<file path="src/logic/pmc_pkg.sv">
// Package of command codes, field positions, limits and reset values
package pmc_pkg;
	// Command codes follow the public PMBus command numbering
	localparam logic [7:0] CMD_OUTPUT_RUN_CONTROL = 8'h01;
	localparam logic [7:0] CMD_POWER_SWITCH_CONFIG = 8'h02;
	localparam logic [7:0] CMD_STORE_DEFAULT_ALL = 8'h11;
	localparam logic [7:0] CMD_OUTPUT_MODE = 8'h20;
	localparam logic [7:0] CMD_OUTPUT_SETPOINT = 8'h21;
	localparam logic [7:0] CMD_MARGIN_UPPER_LEVEL = 8'h25;
	localparam logic [7:0] CMD_MARGIN_LOWER_LEVEL = 8'h26;
	localparam logic [7:0] CMD_INPUT_TURN_ON_THRESHOLD = 8'h35;
	localparam logic [7:0] CMD_INPUT_TURN_OFF_THRESHOLD = 8'h36;
	localparam logic [7:0] CMD_STARTUP_DELAY_TIME = 8'h60;
	localparam logic [7:0] CMD_STARTUP_RAMP_TIME = 8'h61;
	localparam logic [7:0] CMD_INPUT_VOLTAGE_READING = 8'h88;
	localparam logic [7:0] CMD_OUTPUT_VOLTAGE_READING = 8'h8b;
	localparam logic [7:0] CMD_OUTPUT_READING_OFFSET_CAL = 8'hd0;
	localparam logic [7:0] CMD_INPUT_READING_OFFSET_CAL = 8'hd1;
	localparam logic [7:0] CMD_INPUT_READING_GAIN_CAL = 8'hd2;
	// Field positions
	localparam int ON_BIT = 7;
	localparam int MARGIN_HI = 5;
	localparam int MARGIN_LO = 2;
	localparam int POWER_UP_RULE_BIT = 4;
	localparam int CMD_RESPOND_BIT = 3;
	localparam int PIN_REQUIRED_BIT = 2;
	localparam int PIN_POLARITY_BIT = 1;
	localparam int PIN_ACTION_BIT = 0;
	localparam int EXP_HI = 15;
	localparam int EXP_LO = 11;
	localparam int MANT_SIGN = 10;
	// Margin patterns on bits 5..2
	localparam logic [3:0] MARGIN_LOW_PAT = 4'h6;
	localparam logic [3:0] MARGIN_HIGH_PAT = 4'ha;
	// Fixed exponents, five bit two's complement
	localparam logic [4:0] EXP_UVLO = 5'h1d;
	localparam logic [4:0] EXP_TIME = 5'h1f;
	localparam logic [7:0] OUTPUT_MODE_VAL = 8'h14;
	// Ranges in mantissa counts
	localparam logic [10:0] UVLO_MIN = 11'h100;
	localparam logic [10:0] UVLO_MAX = 11'h170;
	localparam logic [10:0] UVLO_HYST = 11'h010;
	localparam logic [10:0] DELAY_MIN = 11'h014;
	localparam logic [10:0] RAMP_MIN = 11'h01e;
	localparam logic [10:0] TIME_MAX = 11'h3e8;
	localparam logic [15:0] SETPOINT_MIN = 16'h819a;
	localparam logic [15:0] SETPOINT_MAX = 16'hd333;
	// Reset values
	localparam logic [7:0] RUN_CONTROL_RST = 8'h80;
	localparam logic [4:0] SWITCH_CONFIG_RST = 5'h1f;
	localparam logic [15:0] ON_THRESH_RST = 16'he920;
	localparam logic [15:0] OFF_THRESH_RST = 16'he910;
	localparam logic [15:0] DELAY_RST = 16'hf814;
	localparam logic [15:0] RAMP_RST = 16'hf81e;
	localparam logic [15:0] SETPOINT_RST = 16'hc000;
	localparam logic [15:0] MARGIN_UP_RST = 16'hc99a;
	localparam logic [15:0] MARGIN_DN_RST = 16'hb666;
endpackage : pmc_pkg

</file>
<file path="src/logic/pmc_cmd_handler.sv">
// Command handler: settings, run control, margining and telemetry readback
//
// Notes on behaviour
// - Run control bit 7 turns output on
// - Config low five bits, only bit 3 writable
// - Command-respond low means on bit ignored
// - Power-up rule: pin and command both per config
// - Pin-required bit demands asserted on/off pin
// - Turn-on/off thresholds 32 to 46 V, 0.125 V
// - Threshold words exponent -3, mantissa top zero
// - Start delay 10 to 500 ms, 0.5 ms
// - Ramp time 15 to 500 ms, 0.5 ms
// - Time words exponent -1, non-negative mantissa
// - Setpoint unsigned, exponent -12 reported in mode
// - Setpoint limited 8.10 to 13.20 V
// - Margin levels use exponent -12 too
// - Run control bits 5..2 select margining
// - Output reading unsigned, exponent -12
// - Output reading is raw plus offset cal
// - Input reading exponent -3, non-negative
// - Input offset cal readable, exponent -3
// - Input gain cal readable, unsigned 16 bit
// - Store to non-volatile only on store command
`timescale 1ns/10ps
`default_nettype none
module pmc_cmd_handler (
	input wire logic clk_i,
	input wire logic reset_n_i,
	input wire logic cmd_valid_i,
	input wire logic cmd_write_i,
	input wire logic [7:0] cmd_code_i,
	input wire logic [15:0] cmd_wdata_i,
	input wire logic onoff_pin_i,
	input wire logic [15:0] vout_adc_i,
	input wire logic [10:0] vin_adc_i,
	input wire logic [15:0] vout_offset_cal_i,
	input wire logic [15:0] vin_offset_cal_i,
	input wire logic [15:0] vin_gain_cal_i,
	output logic rsp_valid_o,
	output logic [15:0] rsp_rdata_o,
	output logic rsp_reject_o,
	output logic output_enable_o,
	output logic [15:0] target_vout_o,
	output logic margin_active_o,
	output logic [15:0] on_thresh_o,
	output logic [15:0] off_thresh_o,
	output logic [15:0] delay_time_o,
	output logic [15:0] ramp_time_o,
	output logic nvm_store_o
);
	import pmc_pkg::*;

	logic [7:0] run_ctrl_q;
	logic cmd_respond_q;
	logic [15:0] on_th_q, off_th_q, delay_q, ramp_q;
	logic [15:0] setpt_q, mhi_q, mlo_q;
	logic wr;
	logic accept;
	logic [15:0] rd;
	logic known;
	logic [4:0] cfg;
	logic [10:0] m;
	logic exp_uvlo_ok, exp_time_ok;
	logic [15:0] vout_corr;
	logic pin_on, bus_on, run_d;
	logic [15:0] tgt_d;
	logic [3:0] mg;

	assign wr = cmd_valid_i & cmd_write_i;
	assign m = cmd_wdata_i[EXP_LO-1:0];
	assign exp_uvlo_ok = cmd_wdata_i[EXP_HI:EXP_LO] == EXP_UVLO
		&& !cmd_wdata_i[MANT_SIGN];
	assign exp_time_ok = cmd_wdata_i[EXP_HI:EXP_LO] == EXP_TIME
		&& !cmd_wdata_i[MANT_SIGN];
	// Fixed read-only bits sit beside the one writable bit
	assign cfg = {SWITCH_CONFIG_RST[4], cmd_respond_q,
		SWITCH_CONFIG_RST[2:0]};

	// Range and format check; bad writes leave the setting alone
	always_comb begin
		accept = 1'b0;
		unique case (cmd_code_i)
			CMD_OUTPUT_RUN_CONTROL: accept = 1'b1;
			CMD_POWER_SWITCH_CONFIG: accept = 1'b1;
			CMD_STORE_DEFAULT_ALL: accept = 1'b1;
			CMD_INPUT_TURN_ON_THRESHOLD,
			CMD_INPUT_TURN_OFF_THRESHOLD: begin
				accept = exp_uvlo_ok && m >= UVLO_MIN && m <= UVLO_MAX;
			end
			CMD_STARTUP_DELAY_TIME: begin
				accept = exp_time_ok && m >= DELAY_MIN && m <= TIME_MAX;
			end
			CMD_STARTUP_RAMP_TIME: begin
				accept = exp_time_ok && m >= RAMP_MIN && m <= TIME_MAX;
			end
			CMD_OUTPUT_SETPOINT: begin
				accept = cmd_wdata_i >= SETPOINT_MIN
					&& cmd_wdata_i <= SETPOINT_MAX;
			end
			CMD_MARGIN_UPPER_LEVEL, CMD_MARGIN_LOWER_LEVEL: accept = 1'b1;
			default: accept = 1'b0;
		endcase
	end

	always_ff @(posedge clk_i or negedge reset_n_i) begin
		if (!reset_n_i) begin
			run_ctrl_q <= RUN_CONTROL_RST;
		end else if (wr && accept && cmd_code_i == CMD_OUTPUT_RUN_CONTROL) begin
			run_ctrl_q <= cmd_wdata_i[7:0];
		end
	end

	always_ff @(posedge clk_i or negedge reset_n_i) begin
		if (!reset_n_i) begin
			cmd_respond_q <= SWITCH_CONFIG_RST[CMD_RESPOND_BIT];
		end else if (wr && cmd_code_i == CMD_POWER_SWITCH_CONFIG) begin
			cmd_respond_q <= cmd_wdata_i[CMD_RESPOND_BIT];
		end
	end

	property p_cfg_keep;
		@(posedge clk_i) disable iff (!reset_n_i)
		wr && cmd_code_i == CMD_POWER_SWITCH_CONFIG
		|=> cmd_respond_q == $past(cmd_wdata_i[CMD_RESPOND_BIT])
		&& cfg[POWER_UP_RULE_BIT] && cfg[PIN_REQUIRED_BIT]
		&& cfg[PIN_POLARITY_BIT] && cfg[PIN_ACTION_BIT];
	endproperty
	a_cfg_keep: assert property (p_cfg_keep)
		else $error("Config write changed a fixed bit");

	// The host owns the hysteresis spacing, so it is not enforced here
	always_ff @(posedge clk_i or negedge reset_n_i) begin
		if (!reset_n_i) begin
			on_th_q <= ON_THRESH_RST;
			off_th_q <= OFF_THRESH_RST;
			delay_q <= DELAY_RST;
			ramp_q <= RAMP_RST;
		end else if (wr && accept) begin
			if (cmd_code_i == CMD_INPUT_TURN_ON_THRESHOLD)
				on_th_q <= cmd_wdata_i;
			if (cmd_code_i == CMD_INPUT_TURN_OFF_THRESHOLD)
				off_th_q <= cmd_wdata_i;
			if (cmd_code_i == CMD_STARTUP_DELAY_TIME)
				delay_q <= cmd_wdata_i;
			if (cmd_code_i == CMD_STARTUP_RAMP_TIME)
				ramp_q <= cmd_wdata_i;
		end
	end

	property p_uvlo_fmt;
		@(posedge clk_i) disable iff (!reset_n_i)
		on_th_q[EXP_HI:EXP_LO] == EXP_UVLO && !on_th_q[MANT_SIGN];
	endproperty
	a_uvlo_fmt: assert property (p_uvlo_fmt)
		else $error("Threshold format broken");

	property p_off_fmt;
		@(posedge clk_i) disable iff (!reset_n_i)
		off_th_q[EXP_HI:EXP_LO] == EXP_UVLO
		&& off_th_q[EXP_LO-1:0] >= UVLO_MIN
		&& off_th_q[EXP_LO-1:0] <= UVLO_MAX;
	endproperty
	a_off_fmt: assert property (p_off_fmt)
		else $error("Turn-off threshold out of range");

	property p_time_fmt;
		@(posedge clk_i) disable iff (!reset_n_i)
		delay_q[EXP_HI:EXP_LO] == EXP_TIME
		&& delay_q[EXP_LO-1:0] >= DELAY_MIN
		&& delay_q[EXP_LO-1:0] <= TIME_MAX;
	endproperty
	a_time_fmt: assert property (p_time_fmt)
		else $error("Delay out of range");

	property p_ramp_fmt;
		@(posedge clk_i) disable iff (!reset_n_i)
		ramp_q[EXP_HI:EXP_LO] == EXP_TIME
		&& ramp_q[EXP_LO-1:0] >= RAMP_MIN
		&& ramp_q[EXP_LO-1:0] <= TIME_MAX;
	endproperty
	a_ramp_fmt: assert property (p_ramp_fmt)
		else $error("Ramp time format broken");

	property p_uvlo_reject;
		@(posedge clk_i) disable iff (!reset_n_i)
		wr && !accept && cmd_code_i == CMD_INPUT_TURN_ON_THRESHOLD
		|=> $stable(on_th_q) && rsp_reject_o;
	endproperty
	a_uvlo_reject: assert property (p_uvlo_reject)
		else $error("Bad threshold stored");

	always_ff @(posedge clk_i or negedge reset_n_i) begin
		if (!reset_n_i) begin
			setpt_q <= SETPOINT_RST;
			mhi_q <= MARGIN_UP_RST;
			mlo_q <= MARGIN_DN_RST;
		end else if (wr && accept) begin
			if (cmd_code_i == CMD_OUTPUT_SETPOINT)
				setpt_q <= cmd_wdata_i;
			if (cmd_code_i == CMD_MARGIN_UPPER_LEVEL)
				mhi_q <= cmd_wdata_i;
			if (cmd_code_i == CMD_MARGIN_LOWER_LEVEL)
				mlo_q <= cmd_wdata_i;
		end
	end

	property p_setpt_rng;
		@(posedge clk_i) disable iff (!reset_n_i)
		setpt_q >= SETPOINT_MIN && setpt_q <= SETPOINT_MAX;
	endproperty
	a_setpt_rng: assert property (p_setpt_rng)
		else $error("Setpoint out of range");

	property p_reject;
		@(posedge clk_i) disable iff (!reset_n_i)
		wr && !accept && cmd_code_i == CMD_OUTPUT_SETPOINT
		|=> $stable(setpt_q) && rsp_reject_o;
	endproperty
	a_reject: assert property (p_reject)
		else $error("Bad setpoint stored");

	// Start decision; polarity bit picks active-high pin sense
	always_comb begin
		pin_on = cfg[PIN_POLARITY_BIT] ? onoff_pin_i : !onoff_pin_i;
		bus_on = cfg[CMD_RESPOND_BIT] ? run_ctrl_q[ON_BIT] : 1'b1;
		run_d = 1'b1;
		if (cfg[PIN_REQUIRED_BIT])
			run_d = pin_on;
		if (cfg[POWER_UP_RULE_BIT])
			run_d = run_d && bus_on;
		else
			run_d = bus_on;
	end

	property p_pin_gate;
		@(posedge clk_i) disable iff (!reset_n_i)
		!onoff_pin_i |=> !output_enable_o;
	endproperty
	a_pin_gate: assert property (p_pin_gate)
		else $error("Output enabled with pin low");

	property p_on_bit;
		@(posedge clk_i) disable iff (!reset_n_i)
		onoff_pin_i && cmd_respond_q && !run_ctrl_q[ON_BIT]
		|=> !output_enable_o;
	endproperty
	a_on_bit: assert property (p_on_bit)
		else $error("Output enabled with on bit clear");

	property p_ignore;
		@(posedge clk_i) disable iff (!reset_n_i)
		onoff_pin_i && !cmd_respond_q |=> output_enable_o;
	endproperty
	a_ignore: assert property (p_ignore)
		else $error("On bit not ignored");

	// Unlisted patterns fall back to the nominal setpoint
	always_comb begin
		mg = run_ctrl_q[MARGIN_HI:MARGIN_LO];
		tgt_d = setpt_q;
		if (mg == MARGIN_LOW_PAT)
			tgt_d = mlo_q;
		else if (mg == MARGIN_HIGH_PAT)
			tgt_d = mhi_q;
	end

	property p_margin;
		@(posedge clk_i) disable iff (!reset_n_i)
		(mg == MARGIN_HIGH_PAT) ##1 (mg == MARGIN_HIGH_PAT)
		|-> target_vout_o == $past(mhi_q);
	endproperty
	a_margin: assert property (p_margin)
		else $error("Margin high not applied");

	property p_margin_low;
		@(posedge clk_i) disable iff (!reset_n_i)
		(mg == MARGIN_LOW_PAT) ##1 (mg == MARGIN_LOW_PAT)
		|-> target_vout_o == $past(mlo_q) && margin_active_o;
	endproperty
	a_margin_low: assert property (p_margin_low)
		else $error("Margin low not applied");

	property p_margin_off;
		@(posedge clk_i) disable iff (!reset_n_i)
		(run_ctrl_q[MARGIN_HI:MARGIN_HI-1] == 2'b00)
		##1 (run_ctrl_q[MARGIN_HI:MARGIN_HI-1] == 2'b00)
		|-> target_vout_o == $past(setpt_q) && !margin_active_o;
	endproperty
	a_margin_off: assert property (p_margin_off)
		else $error("Margining not off");

	// Wraps on overflow; the offset is small against full scale
	assign vout_corr = vout_adc_i + vout_offset_cal_i;

	always_comb begin
		rd = 16'h0000;
		known = 1'b1;
		unique case (cmd_code_i)
			CMD_OUTPUT_RUN_CONTROL: rd = {8'h00, run_ctrl_q};
			CMD_POWER_SWITCH_CONFIG: rd = {11'h000, cfg};
			CMD_OUTPUT_MODE: rd = {8'h00, OUTPUT_MODE_VAL};
			CMD_OUTPUT_SETPOINT: rd = setpt_q;
			CMD_MARGIN_UPPER_LEVEL: rd = mhi_q;
			CMD_MARGIN_LOWER_LEVEL: rd = mlo_q;
			CMD_INPUT_TURN_ON_THRESHOLD: rd = on_th_q;
			CMD_INPUT_TURN_OFF_THRESHOLD: rd = off_th_q;
			CMD_STARTUP_DELAY_TIME: rd = delay_q;
			CMD_STARTUP_RAMP_TIME: rd = ramp_q;
			CMD_OUTPUT_VOLTAGE_READING: rd = vout_corr;
			CMD_INPUT_VOLTAGE_READING: rd = {EXP_UVLO, 1'b0,
				vin_adc_i[9:0]};
			CMD_OUTPUT_READING_OFFSET_CAL: rd = vout_offset_cal_i;
			CMD_INPUT_READING_OFFSET_CAL: rd = {EXP_UVLO,
				vin_offset_cal_i[10:0]};
			CMD_INPUT_READING_GAIN_CAL: rd = vin_gain_cal_i;
			default: known = 1'b0;
		endcase
	end

	always_ff @(posedge clk_i or negedge reset_n_i) begin
		if (!reset_n_i) begin
			rsp_valid_o <= 1'b0;
			rsp_rdata_o <= 16'h0000;
			rsp_reject_o <= 1'b0;
		end else begin
			rsp_valid_o <= cmd_valid_i;
			rsp_rdata_o <= (cmd_valid_i && !cmd_write_i) ? rd : 16'h0000;
			rsp_reject_o <= cmd_valid_i
				&& (cmd_write_i ? !accept : !known);
		end
	end

	property p_read_vin;
		@(posedge clk_i) disable iff (!reset_n_i)
		cmd_valid_i && !cmd_write_i
		&& cmd_code_i == CMD_INPUT_VOLTAGE_READING
		|=> rsp_rdata_o[EXP_HI:EXP_LO] == EXP_UVLO
		&& !rsp_rdata_o[MANT_SIGN];
	endproperty
	a_read_vin: assert property (p_read_vin)
		else $error("Input reading format broken");

	property p_vout_mode;
		@(posedge clk_i) disable iff (!reset_n_i)
		cmd_valid_i && !cmd_write_i && cmd_code_i == CMD_OUTPUT_MODE
		|=> rsp_rdata_o == {8'h00, OUTPUT_MODE_VAL};
	endproperty
	a_vout_mode: assert property (p_vout_mode)
		else $error("Mode reading wrong");

	always_ff @(posedge clk_i or negedge reset_n_i) begin
		if (!reset_n_i) begin
			nvm_store_o <= 1'b0;
		end else begin
			nvm_store_o <= wr && cmd_code_i == CMD_STORE_DEFAULT_ALL;
		end
	end

	property p_store;
		@(posedge clk_i) disable iff (!reset_n_i)
		nvm_store_o |-> $past(cmd_code_i) == CMD_STORE_DEFAULT_ALL;
	endproperty
	a_store: assert property (p_store)
		else $error("Store without command");

	property p_store_only;
		@(posedge clk_i) disable iff (!reset_n_i)
		!(wr && cmd_code_i == CMD_STORE_DEFAULT_ALL) |=> !nvm_store_o;
	endproperty
	a_store_only: assert property (p_store_only)
		else $error("Store pulse without store write");

	always_ff @(posedge clk_i or negedge reset_n_i) begin
		if (!reset_n_i) begin
			output_enable_o <= 1'b0;
			target_vout_o <= SETPOINT_RST;
			margin_active_o <= 1'b0;
			on_thresh_o <= ON_THRESH_RST;
			off_thresh_o <= OFF_THRESH_RST;
			delay_time_o <= DELAY_RST;
			ramp_time_o <= RAMP_RST;
		end else begin
			output_enable_o <= run_d;
			target_vout_o <= tgt_d;
			margin_active_o <= mg == MARGIN_LOW_PAT || mg == MARGIN_HIGH_PAT;
			on_thresh_o <= on_th_q;
			off_thresh_o <= off_th_q;
			delay_time_o <= delay_q;
			ramp_time_o <= ramp_q;
		end
	end

endmodule : pmc_cmd_handler
`default_nettype wire

</file>
<file path="config.mk">
export PLATFORM = sky130hd
export DESIGN_NAME = pmc_cmd_handler
export DESIGN_NICKNAME = d
export VERILOG_FILES = /design/src/logic/pmc_pkg.sv /design/src/logic/pmc_cmd_handler.sv
export SDC_FILE = /design/constraint.sdc
export NUM_CORES = 1
export LEC_CHECK = 0
export ABC_AREA = 1
export BUFFER_PORTS_ARGS = -buffer_cell sky130_fd_sc_hd__buf_2
export CORE_MARGIN = 1
export CORE_UTILIZATION = 45
export CTS_BUF_LIST = sky130_fd_sc_hd__clkbuf_8
export DETAILED_ROUTE_END_ITERATION = 8
export HOLD_SLACK_MARGIN = 0.12
export MAX_ROUTING_LAYER = met4
export PLACE_DENSITY = 0.67
export SYNTH_ARGS = -nofsm -noshare
export SYNTH_HDL_FRONTEND = slang
export SYNTH_SLANG_ARGS = --single-unit
export TNS_END_PERCENT = 20
</file>
<file path="constraint.sdc">
create_clock -name clk_i -period 3.7 [get_ports clk_i]
set_input_delay 0.185 -clock clk_i [delete_from_list [all_inputs] [get_ports clk_i]]
set_output_delay 0.185 -clock clk_i [all_outputs]
set_load 0.005 [all_outputs]
</file>
# == Word-level counts from Yosys, hierarchy flattened ==
# Cells that the tools add are included.
# word_totals
word_cells,88
out_inout_bits,101
register_bits,222
inputBits,104
# op_classes
eq_ne,20
addsub,1
order_cmp,7
muxes,8
n_reduce_logical,31
bitwise,1
# ops
operator,n
$pmux 16 s15,1
$eq 8x6->1 const B,6
$mux 16,3
$eq 8x8->1 const B,5
$ge 11x5->1 const B,2
$add 16x16->16,1
$eq 8x7->1 const B,2
$ge 16x16->1 const B,1
$le 16x16->1 const B,1
$logic_and 1x1->1,16
$reduce_or 15->1,1
$reduce_and 2->1,7
$ge 11x9->1 const B,1
$le 11x10->1 const B,1
$le 11x9->1 const B,1
$eq 5x5->1 const B,2
$eq 8x1->1 const B,1
$eq 8x2->1 const B,1
$eq 8x5->1 const B,1
$pmux 1 s5,1
$reduce_or 5->1,1
$eq 4x3->1 const B,1
$eq 4x4->1 const B,1
$logic_not 1->1,4
4 further kinds,6

# == Logic depth before layout (Yosys ltp) ==
# Gate-level depths: netlist of the first run.
# depth
word_depth,8
mapped_depth,14
mapped_depth_nobuf,14

# == Least setup slack after synthesis of the first run ==
# Ideal clock, no wire load.
# synth_path
path_type,input -> register
from,input cmd_code_i[6]
to,register run_ctrl_q[0]
slack_ns,2.088
cell_stages,11
n_path_buf,1
arrival_ns,1.494
setup_time_ns,0.117
t_required_ns,3.583
cell_sequence,nor2_1 nand2_1 nor2_2 nand2_1 a21oi_1 nand2_1 nand3_4 buf_6 nand3_2 nand2_1 nand2_1
# synth_between
elab_chain_cells,5
word_cells_on_any_way,15
cone_classes,eq/ne: 10; mux: 1; reduce/logical: 4
# synth_lines
item,line,source
start: declaration,pmc_cmd_handler.sv:31,"input wire logic [7:0] cmd_code_i,"
$eq 8x1->1 (tied with other cells),"pmc_cmd_handler.sv:82, pmc_cmd_handler.sv:108",
$reduce_or 5->1 (no line) / $reduce_or 2->1 (equally long branches),--,
$pmux 1 s5,pmc_cmd_handler.sv:82,unique case (cmd_code_i)
$logic_and 1x1->1,pmc_cmd_handler.sv:108,end else if (wr && accept && cmd_code_i == CMD_OUTPUT_RUN_CONTROL) begin
$logic_and 1x1->1 *,pmc_cmd_handler.sv:108,
end signal: assignment,pmc_cmd_handler.sv:109,run_ctrl_q <= cmd_wdata_i[7:0];
end: declaration,pmc_cmd_handler.sv:53,logic [7:0] run_ctrl_q;
# Mark *: on every way between the ends. The rest lies on a longest branch, timed or not.
# A chain may end at the register's enable or synchronous reset.

# == Worst setup path in the final report of the first run ==
# layout_path
from,input cmd_code_i[6]
to,register rsp_rdata_o[3]
# layout_between
elab_chain_cells,3
word_cells_on_any_way,17
cone_classes,eq/ne: 15; mux: 2
# layout_lines
item,line,source
$eq 8x8->1 (tied with other cells),pmc_cmd_handler.sv:298,unique case (cmd_code_i)
$pmux 16 s15 *,pmc_cmd_handler.sv:298,
$mux 16 *,pmc_cmd_handler.sv:327,rsp_rdata_o <= (cmd_valid_i && !cmd_write_i) ? rd : 16'h0000;
end signal: assignment,pmc_cmd_handler.sv:327,
end: declaration,pmc_cmd_handler.sv:40,"output logic [15:0] rsp_rdata_o,"
# Marked as above.

==> results.ini, run 1 <==
[min_path]
worst_hold_path.endpoint=rsp_rdata_o[7]
hold_class=in2reg
min-delay-start=vout_offset_cal_i[7]
hold_depth=5

[detailed_routing]
viasPerCell=5.427
finalWirelength_mm=35.68
drt_iter0_drc=1080
drc=0
wl_per_cell_um=19.10
via_count=10140
final_antenna_net_count=0
dr.pass1.iters=5

[logic_synthesis]
synth-seq-cells=222
syn_nets=1411
yosysMostFrequentCell=nand2_1
synth_common_cells=nand2_1 (459), dfrtp_1 (143), nand4_1 (107)
synth.avg_cell_area_sq_um=8.217
synthCells=1291
synth_ff_type=dfrtp_1
synth_top_area_cell=dfrtp_1
synth.distinct_cells=37
syn_area_sq_um=10610
yosys.area.top_type_share_pct=33.73
yosys_warnings=0
synth_area_leaders=dfrtp_1 (34%), dfstp_2 (20%), nand2_1 (16%)
async_flop_share_pct=100.0
ys_seq_area_share_pct=53.30
synth-edff-count=0

[clock_tree]
clk_pin_slew_worst_paths_ps=60
cts_tree=done
cts_buffer_depth=3
clock_sinks=222
hold_buffers=37
cts_setup_buffers=0
cts_buffers=39
cts_resized=0
root_buffer=clkbuf_8
clkLatencyLatePin_ps=540
cts_max_level=2

[placed_design]
port_buffers=198
dp.cells=1759
dp_hpwl_mm=24.42
place_congestion=0.9754

[floorplan]
rows=55
initial_core_util_pct=46.43
fp.dieW_um=155.5
dieArea_sq_um=24190
core_area_sq_um=22850
die_h_um=155.5
ioPinCount=205

[final_layout]
nNetsFinal=1644
synthToLayoutAreaGrowth_pct=22.45
layoutNonFillerInstCount=1868
regArea_sq_um=5654
final_core_util_pct=56.85
drive_gt1_share_pct=25.43
n_fill_cell=2172
multi_input_area_sq_um=4217

[timing]
hold_viol_final=0
fmaxAchievable_mhz=321.3
drv_slew=0
worst_pin_slew_ps=919.8
whs_ps=124.4
fin_crit_ps=3112
fin_crit_sh_pct=84.11
rsz0062_at_grt=no
fin_tns_setup_ps=0
finClkSkew_ps=13.03
relSlewSlack_pct=38.68
setup_viol=0

[critical_path]
reg2reg_depth=6
critical_path_class=in2reg
timing.rr.start=run_ctrl_q[2]
setup.worst_path.start_class=input pin
cp-end-kind=flop
path_max_fanout=18
regToRegSetupSlack_ps=1930
required_ps=4140
worstPathArrival_ps=3550
reg2reg_to=target_vout_o[4]

[power_and_ir_drop]
finalPower_uw=5064
power_leakage_uw=0.006901
vdd_drop_max_mv=0.2325
powerDensity_nw_per_um2=389.9

[grt]
grt_pass1_wl_mm=54.41
overflow=0
grt_max_degree=122
grtUsageTotal_pct=30.61
antenna_found_initial=2
grt_pass1_vias=9665

[flow_run]
cap_violations=0

[status]
status=complete, no violations

-- critical path: stages --
cell           delay (ps)
dlygate4sd3_1         560
buf_2                 160
inv_1                  60
nand2_1                80
nor2_1                 50
nand2_1               370
clkinv_1              680
nand2_1               350
nand3_1               170
nor2_1                140
nand3_1                80
nand2_1                70
dlygate4sd3_1         540
inv_1                  40
-- cells in the final DEF, fill, tap and decap left out, types with 2 or more instances in the layout --
cell	synthesis	routed
buf_2	12	197
nor2_1	102	101
diode_2	0	2
o21a_1	4	4
clkbuf_8	0	45
nand4_1	107	107
o21ai_0	46	46
o221ai_1	3	3
nand3_2	8	8
a31oi_1	7	7
clkinvlp_4	0	3
nand3b_1	5	5
a21oi_1	37	37
buf_4	0	20
or2_2	5	5
clkinv_1	3	2
dfstp_2	79	79
clkinv_2	0	12
o22ai_1	5	5
o211ai_1	14	14
nor2_2	6	7
dlygate4sd3_1	0	37
ha_1	15	15
dfrtp_1	143	143
nand2_1	459	459
inv_1	94	102
o21ai_1	2	2
nand3_1	49	49
nor3_1	12	12
inv_2	12	13
-- logic make-up (layout without fill, tap and decap cells) --
group / count (synthesis) / count (layout) / share of synthesized area, %
DFF: 222 / 222 / 53.30
adders and majority gates: 16 / 16 / 1.958
and+or+nand+nor: 757 / 757 / 31.14
AOI/OAI and AO/OA: 122 / 122 / 6.546
other: 0 / 2 / 0
buffers and inverters: 173 / 435 / 6.971
xor gates and xnor gates: 1 / 1 / 0.08258
-- per-stage QoR --
| step | setup slack (ps) | area [sq um] |
|---|---|---|
| 3_5_place_dp | 824.9 | 11840 |
| 2_1_floorplan | 2088 | 10610 |
| 3_3_place_gp | 854.0 | 11840 |
| 4_1_cts | 696.9 | 12980 |
| 6_report | 588.0 | 12990 |
| 5_1_grt | 457.5 | 12990 |
-- sequential cells by signal, indices dropped and copies added (netlist names), 8 cells and up --
register and cells:
delay_q 16, mhi_q 16, ramp_q 16, delay_time_o 16
run_ctrl_q 8, on_th_q 16, mlo_q 16, off_thresh_o 16
target_vout_o 16, ramp_time_o 16, on_thresh_o 16, setpt_q 16
rsp_rdata_o 16, off_th_q 16
-- power breakdown --
group          internal, uW  switching [uW]  leakage [uW]
clock                  1190            1040      0.000432
combinational           130             257       0.00365
sequential             2440            2.20       0.00282
total                  3760            1300       0.00690
-- routing by layer --
layer | vias to the layer above | share of wire [%] | global-route usage (%) | wire [um]
met4 | 0 | 1.9 | 9.337 | 669
met1 | 4897 | 45 | 41.61 | 15910
met5 | - | 0 | - | 0
met2 | 500 | 45 | 46.94 | 16230
li1 | 4689 | - | - | -
met3 | 52 | 8.0 | 5.333 | 2866
-- final cells by class --
cell class | count | share of cell area [%]
timing repair buffer | 256 | 11.87
multi-input combinational | 896 | 32.46
sequential | 222 | 43.53
inverter | 109 | 3.150
tap | 313 | 3.015
clock buffer | 45 | 4.768
antenna | 2 | 0.03853
clock inverter | 25 | 1.166
-- worst max path at each step --
stage                  start        endpoint  slack, ps
2_1_floorplan  cmd_code_i[6]   run_ctrl_q[0]       2090
3_3_place_gp   cmd_code_i[1]    off_th_q[12]        850
3_5_place_dp   cmd_code_i[1]       ramp_q[9]        820
4_1_cts        cmd_code_i[7]  rsp_rdata_o[3]        700
5_1_grt        cmd_code_i[7]  rsp_rdata_o[3]        460
6_report       cmd_code_i[6]  rsp_rdata_o[3]        590
(Power assumes the default switching activity.)
==> run 2: changes to the inputs <==
--- a/config.mk
+++ b/config.mk
@@ -13,7 +13,7 @@
 export DETAILED_ROUTE_END_ITERATION = 8
 export HOLD_SLACK_MARGIN = 0.12
 export MAX_ROUTING_LAYER = met4
-export PLACE_DENSITY = 0.67
+export PLACE_DENSITY = 0.7
 export SYNTH_ARGS = -nofsm -noshare
 export SYNTH_HDL_FRONTEND = slang
 export SYNTH_SLANG_ARGS = --single-unit
==> constraint.sdc (replaced) <==
create_clock -name clk_i -period 2.6 [get_ports clk_i]
set_input_delay 0.13 -clock clk_i [delete_from_list [all_inputs] [get_ports clk_i]]
set_output_delay 0.13 -clock clk_i [all_outputs]
set_load 0.005 [all_outputs]
==> run 2 against run 1 <==
Effect of this change: clock power grew 38%; sequential cell count did not move; via count up 0.58%; cell area rose by 2.4%; global-route usage down 0.39 points; register-to-register slack worse by 940 ps; non-clock buffer count increased by 36; first-iteration DRC count decreased by 3.9%; count of clock-buffer cells in the layout is 3 lower.
==> results.ini, run 2 (synthesis results as in run 1) <==
[clock_tree]
clk_pin_slew_worst_paths_ps=60  ; about the same
clock_sinks=222  ; unchanged
root_buffer=clkbuf_8
cts_tree=done
cts_buffers=37  ; -5.1%
cts_buffer_depth=3  ; unchanged
cts_max_level=2  ; unchanged
cts_setup_buffers=0  ; unchanged
clkLatencyLatePin_ps=560  ; +20 ps

[final_layout]
mostFrequentLayoutCells=nand2_1 (459), buf_2 (197), dfrtp_1 (143), inv_1 (112), nand4_1 (107)
layoutNonFillerInstCount=1903  ; +1.9%
final_core_util_pct=58.23  ; +1.4 points
drive_gt1_share_pct=25.39  ; -0.041 points
final_common_cell=nand2_1
nNetsFinal=1678  ; +2.1%
synthToLayoutAreaGrowth_pct=25.41

[floorplan]
fp.dieW_um=155.5  ; unchanged
initial_core_util_pct=46.43  ; unchanged
rows=55  ; unchanged
core_area_sq_um=22850  ; unchanged
ioPinCount=205  ; unchanged
dieArea_sq_um=24190  ; unchanged
die_h_um=155.5  ; unchanged

[grt]
overflow=0  ; unchanged
antenna_found_initial=3  ; +1
grtUsageTotal_pct=30.21  ; -0.39 points
grt_max_degree=83  ; -32%
grt_pass1_wl_mm=53.50  ; -1.7%
grt_pass1_vias=9624  ; -0.42%

[detailed_routing]
viasPerCell=5.358  ; -1.3%
final_antenna_net_count=0  ; unchanged
via_count=10200  ; +0.58%
wl_per_cell_um=18.51  ; -3.1%
dr.pass1.iters=5  ; unchanged
drt_iter0_drc=1038  ; -3.9%
drc=0  ; unchanged
finalWirelength_mm=35.22  ; -1.3%

[critical_path]
cp_slowest_cell=dlygate4sd3_1
reg2reg_to=target_vout_o[12]
crit_top_cell=dlygate4sd3_1
reg2reg_depth=7  ; +1
cp-end-kind=flop
startpoint=cmd_code_i[4]
worstPathCellList=dlygate4sd3_1 > buf_2 > inv_1 > nor2_2 > nand3_2 > nor2_2 > buf_6 > nand2_1 > nand3_1 > dlygate4sd3_1 > nor3_1 > dlygate4sd3_1 > a21oi_1
cp_top_family=buffers and inverters
setup.worst_path.start_class=input pin
required_ps=3050  ; -1090 ps
worstPathArrival_ps=2930  ; -620 ps
regToRegSetupSlack_ps=990  ; -940 ps
cpPeakStageDelay_ps=570  ; -110 ps
worst-path-buf-inv=6  ; unchanged
timing.rr.start=run_ctrl_q[2]
path_max_fanout=9  ; -9
critical_path_class=in2reg

[placed_design]
place_congestion=0.9759  ; about the same
dp.cells=1775  ; +0.91%
port_buffers=198  ; unchanged
dp_hpwl_mm=25.07  ; +2.6%
place_ws_ps=278.3  ; -546.5 ps

[timing]
drv_slew=0  ; unchanged
fin_tns_setup_ps=0  ; unchanged
fin_crit_ps=2472
fmaxAchievable_mhz=404.5
worst_pin_slew_ps=831.1  ; -88.73 ps
finClkSkew_ps=30.09  ; +17.06 ps
worst_slack_ps=127.7  ; -460.3 ps
hold_viol_final=0  ; unchanged
relSlewSlack_pct=44.53  ; +5.9 points
fin_crit_sh_pct=95.09
setup_viol=0  ; unchanged

[status]
status=complete, no violations

[power_and_ir_drop]
powerDensity_nw_per_um2=537.0  ; +38%
vdd_drop_max_mv=0.3280  ; +41%
power_leakage_uw=0.007089  ; +2.7%

[min_path]
hold_class=in2async

[flow_run]
cap_violations=0  ; unchanged

run 2: cell count changes in the layout (fill, tap and decap cells not counted), moves of 2 or more:
cell           delta
dlygate4sd3_1    +20
buf_4            +15
inv_1            +10
clkinv_2          -9
clkbuf_8          -3
nor2_1            -3
nor2_2            +3
clkinvlp_4        -2
run 2: through the flow:
step	power, uW	area, sq um	hold WS, ps
3_3_place_gp	4032	11960	127.7
5_1_grt	7415	13300	147.5
3_5_place_dp	4038	11960	129.5
2_1_floorplan	3774	10610	-165.6
6_report	7144	13300	125.5
4_1_cts	7194	13280	120.3
run 2: worst max-delay path by stage:
stage                      to  slack (ps)  cells past startpoint
5_1_grt        rsp_rdata_o[1]          -7                     13
2_1_floorplan   run_ctrl_q[0]        1040                     11
3_3_place_gp       on_th_q[7]         310                     13
4_1_cts        rsp_rdata_o[1]          70                     13
3_5_place_dp      on_th_q[10]         280                     13
6_report       rsp_rdata_o[1]         130                     13
run 2: where the power goes:
| group | leakage (uW) | switching [uW] | internal [uW] | total [uW] |
|---|---|---|---|---|
| Combinational | 0.00382 | 370 | 207 | 578 |
| Clock | 0.000447 | 1400 | 1690 | 3090 |
| Sequential | 0.00282 | 2.92 | 3470 | 3470 |
run 2: final cells by class:
type / count / area, sq um
Fill cell: 2112 / 9544
Sequential cell: 222 / 5654
Multi-Input combinational cell: 896 / 4229
Timing Repair Buffer: 292 / 1866
Clock buffer: 42 / 578.1
Inverter: 109 / 409.1
Tap cell: 313 / 391.6
Clock inverter: 26 / 167.7
Antenna cell: 3 / 7.507
run 2: repair_timing:
action / CTS / global route
endpoints found under the hold margin: 216 / 0
resized for setup: 0 / 5
hold buffers: 57 / 0
endpoints found under the setup margin: 0 / 1
run 2: metal layers:
| layer | up-vias | routed length (um) | track usage, % |
|---|---|---|---|
| met5 | - | 0 | - |
| met4 | 0 | 909 | 9.897 |
| met3 | 64 | 3667 | 6.139 |
| met2 | 579 | 16060 | 46.59 |
| met1 | 4790 | 14590 | 40.01 |
| li1 | 4764 | - | - |
run 2: worst reg2reg max path: cells and delay by family, from the launching register on:
| family | cells | cell delay (ps) |
|---|---|---|
| flops | 1 | 400 |
| compound gates | 2 | 240 |
| buf+inv | 2 | 480 |
| simple gates | 3 | 320 |
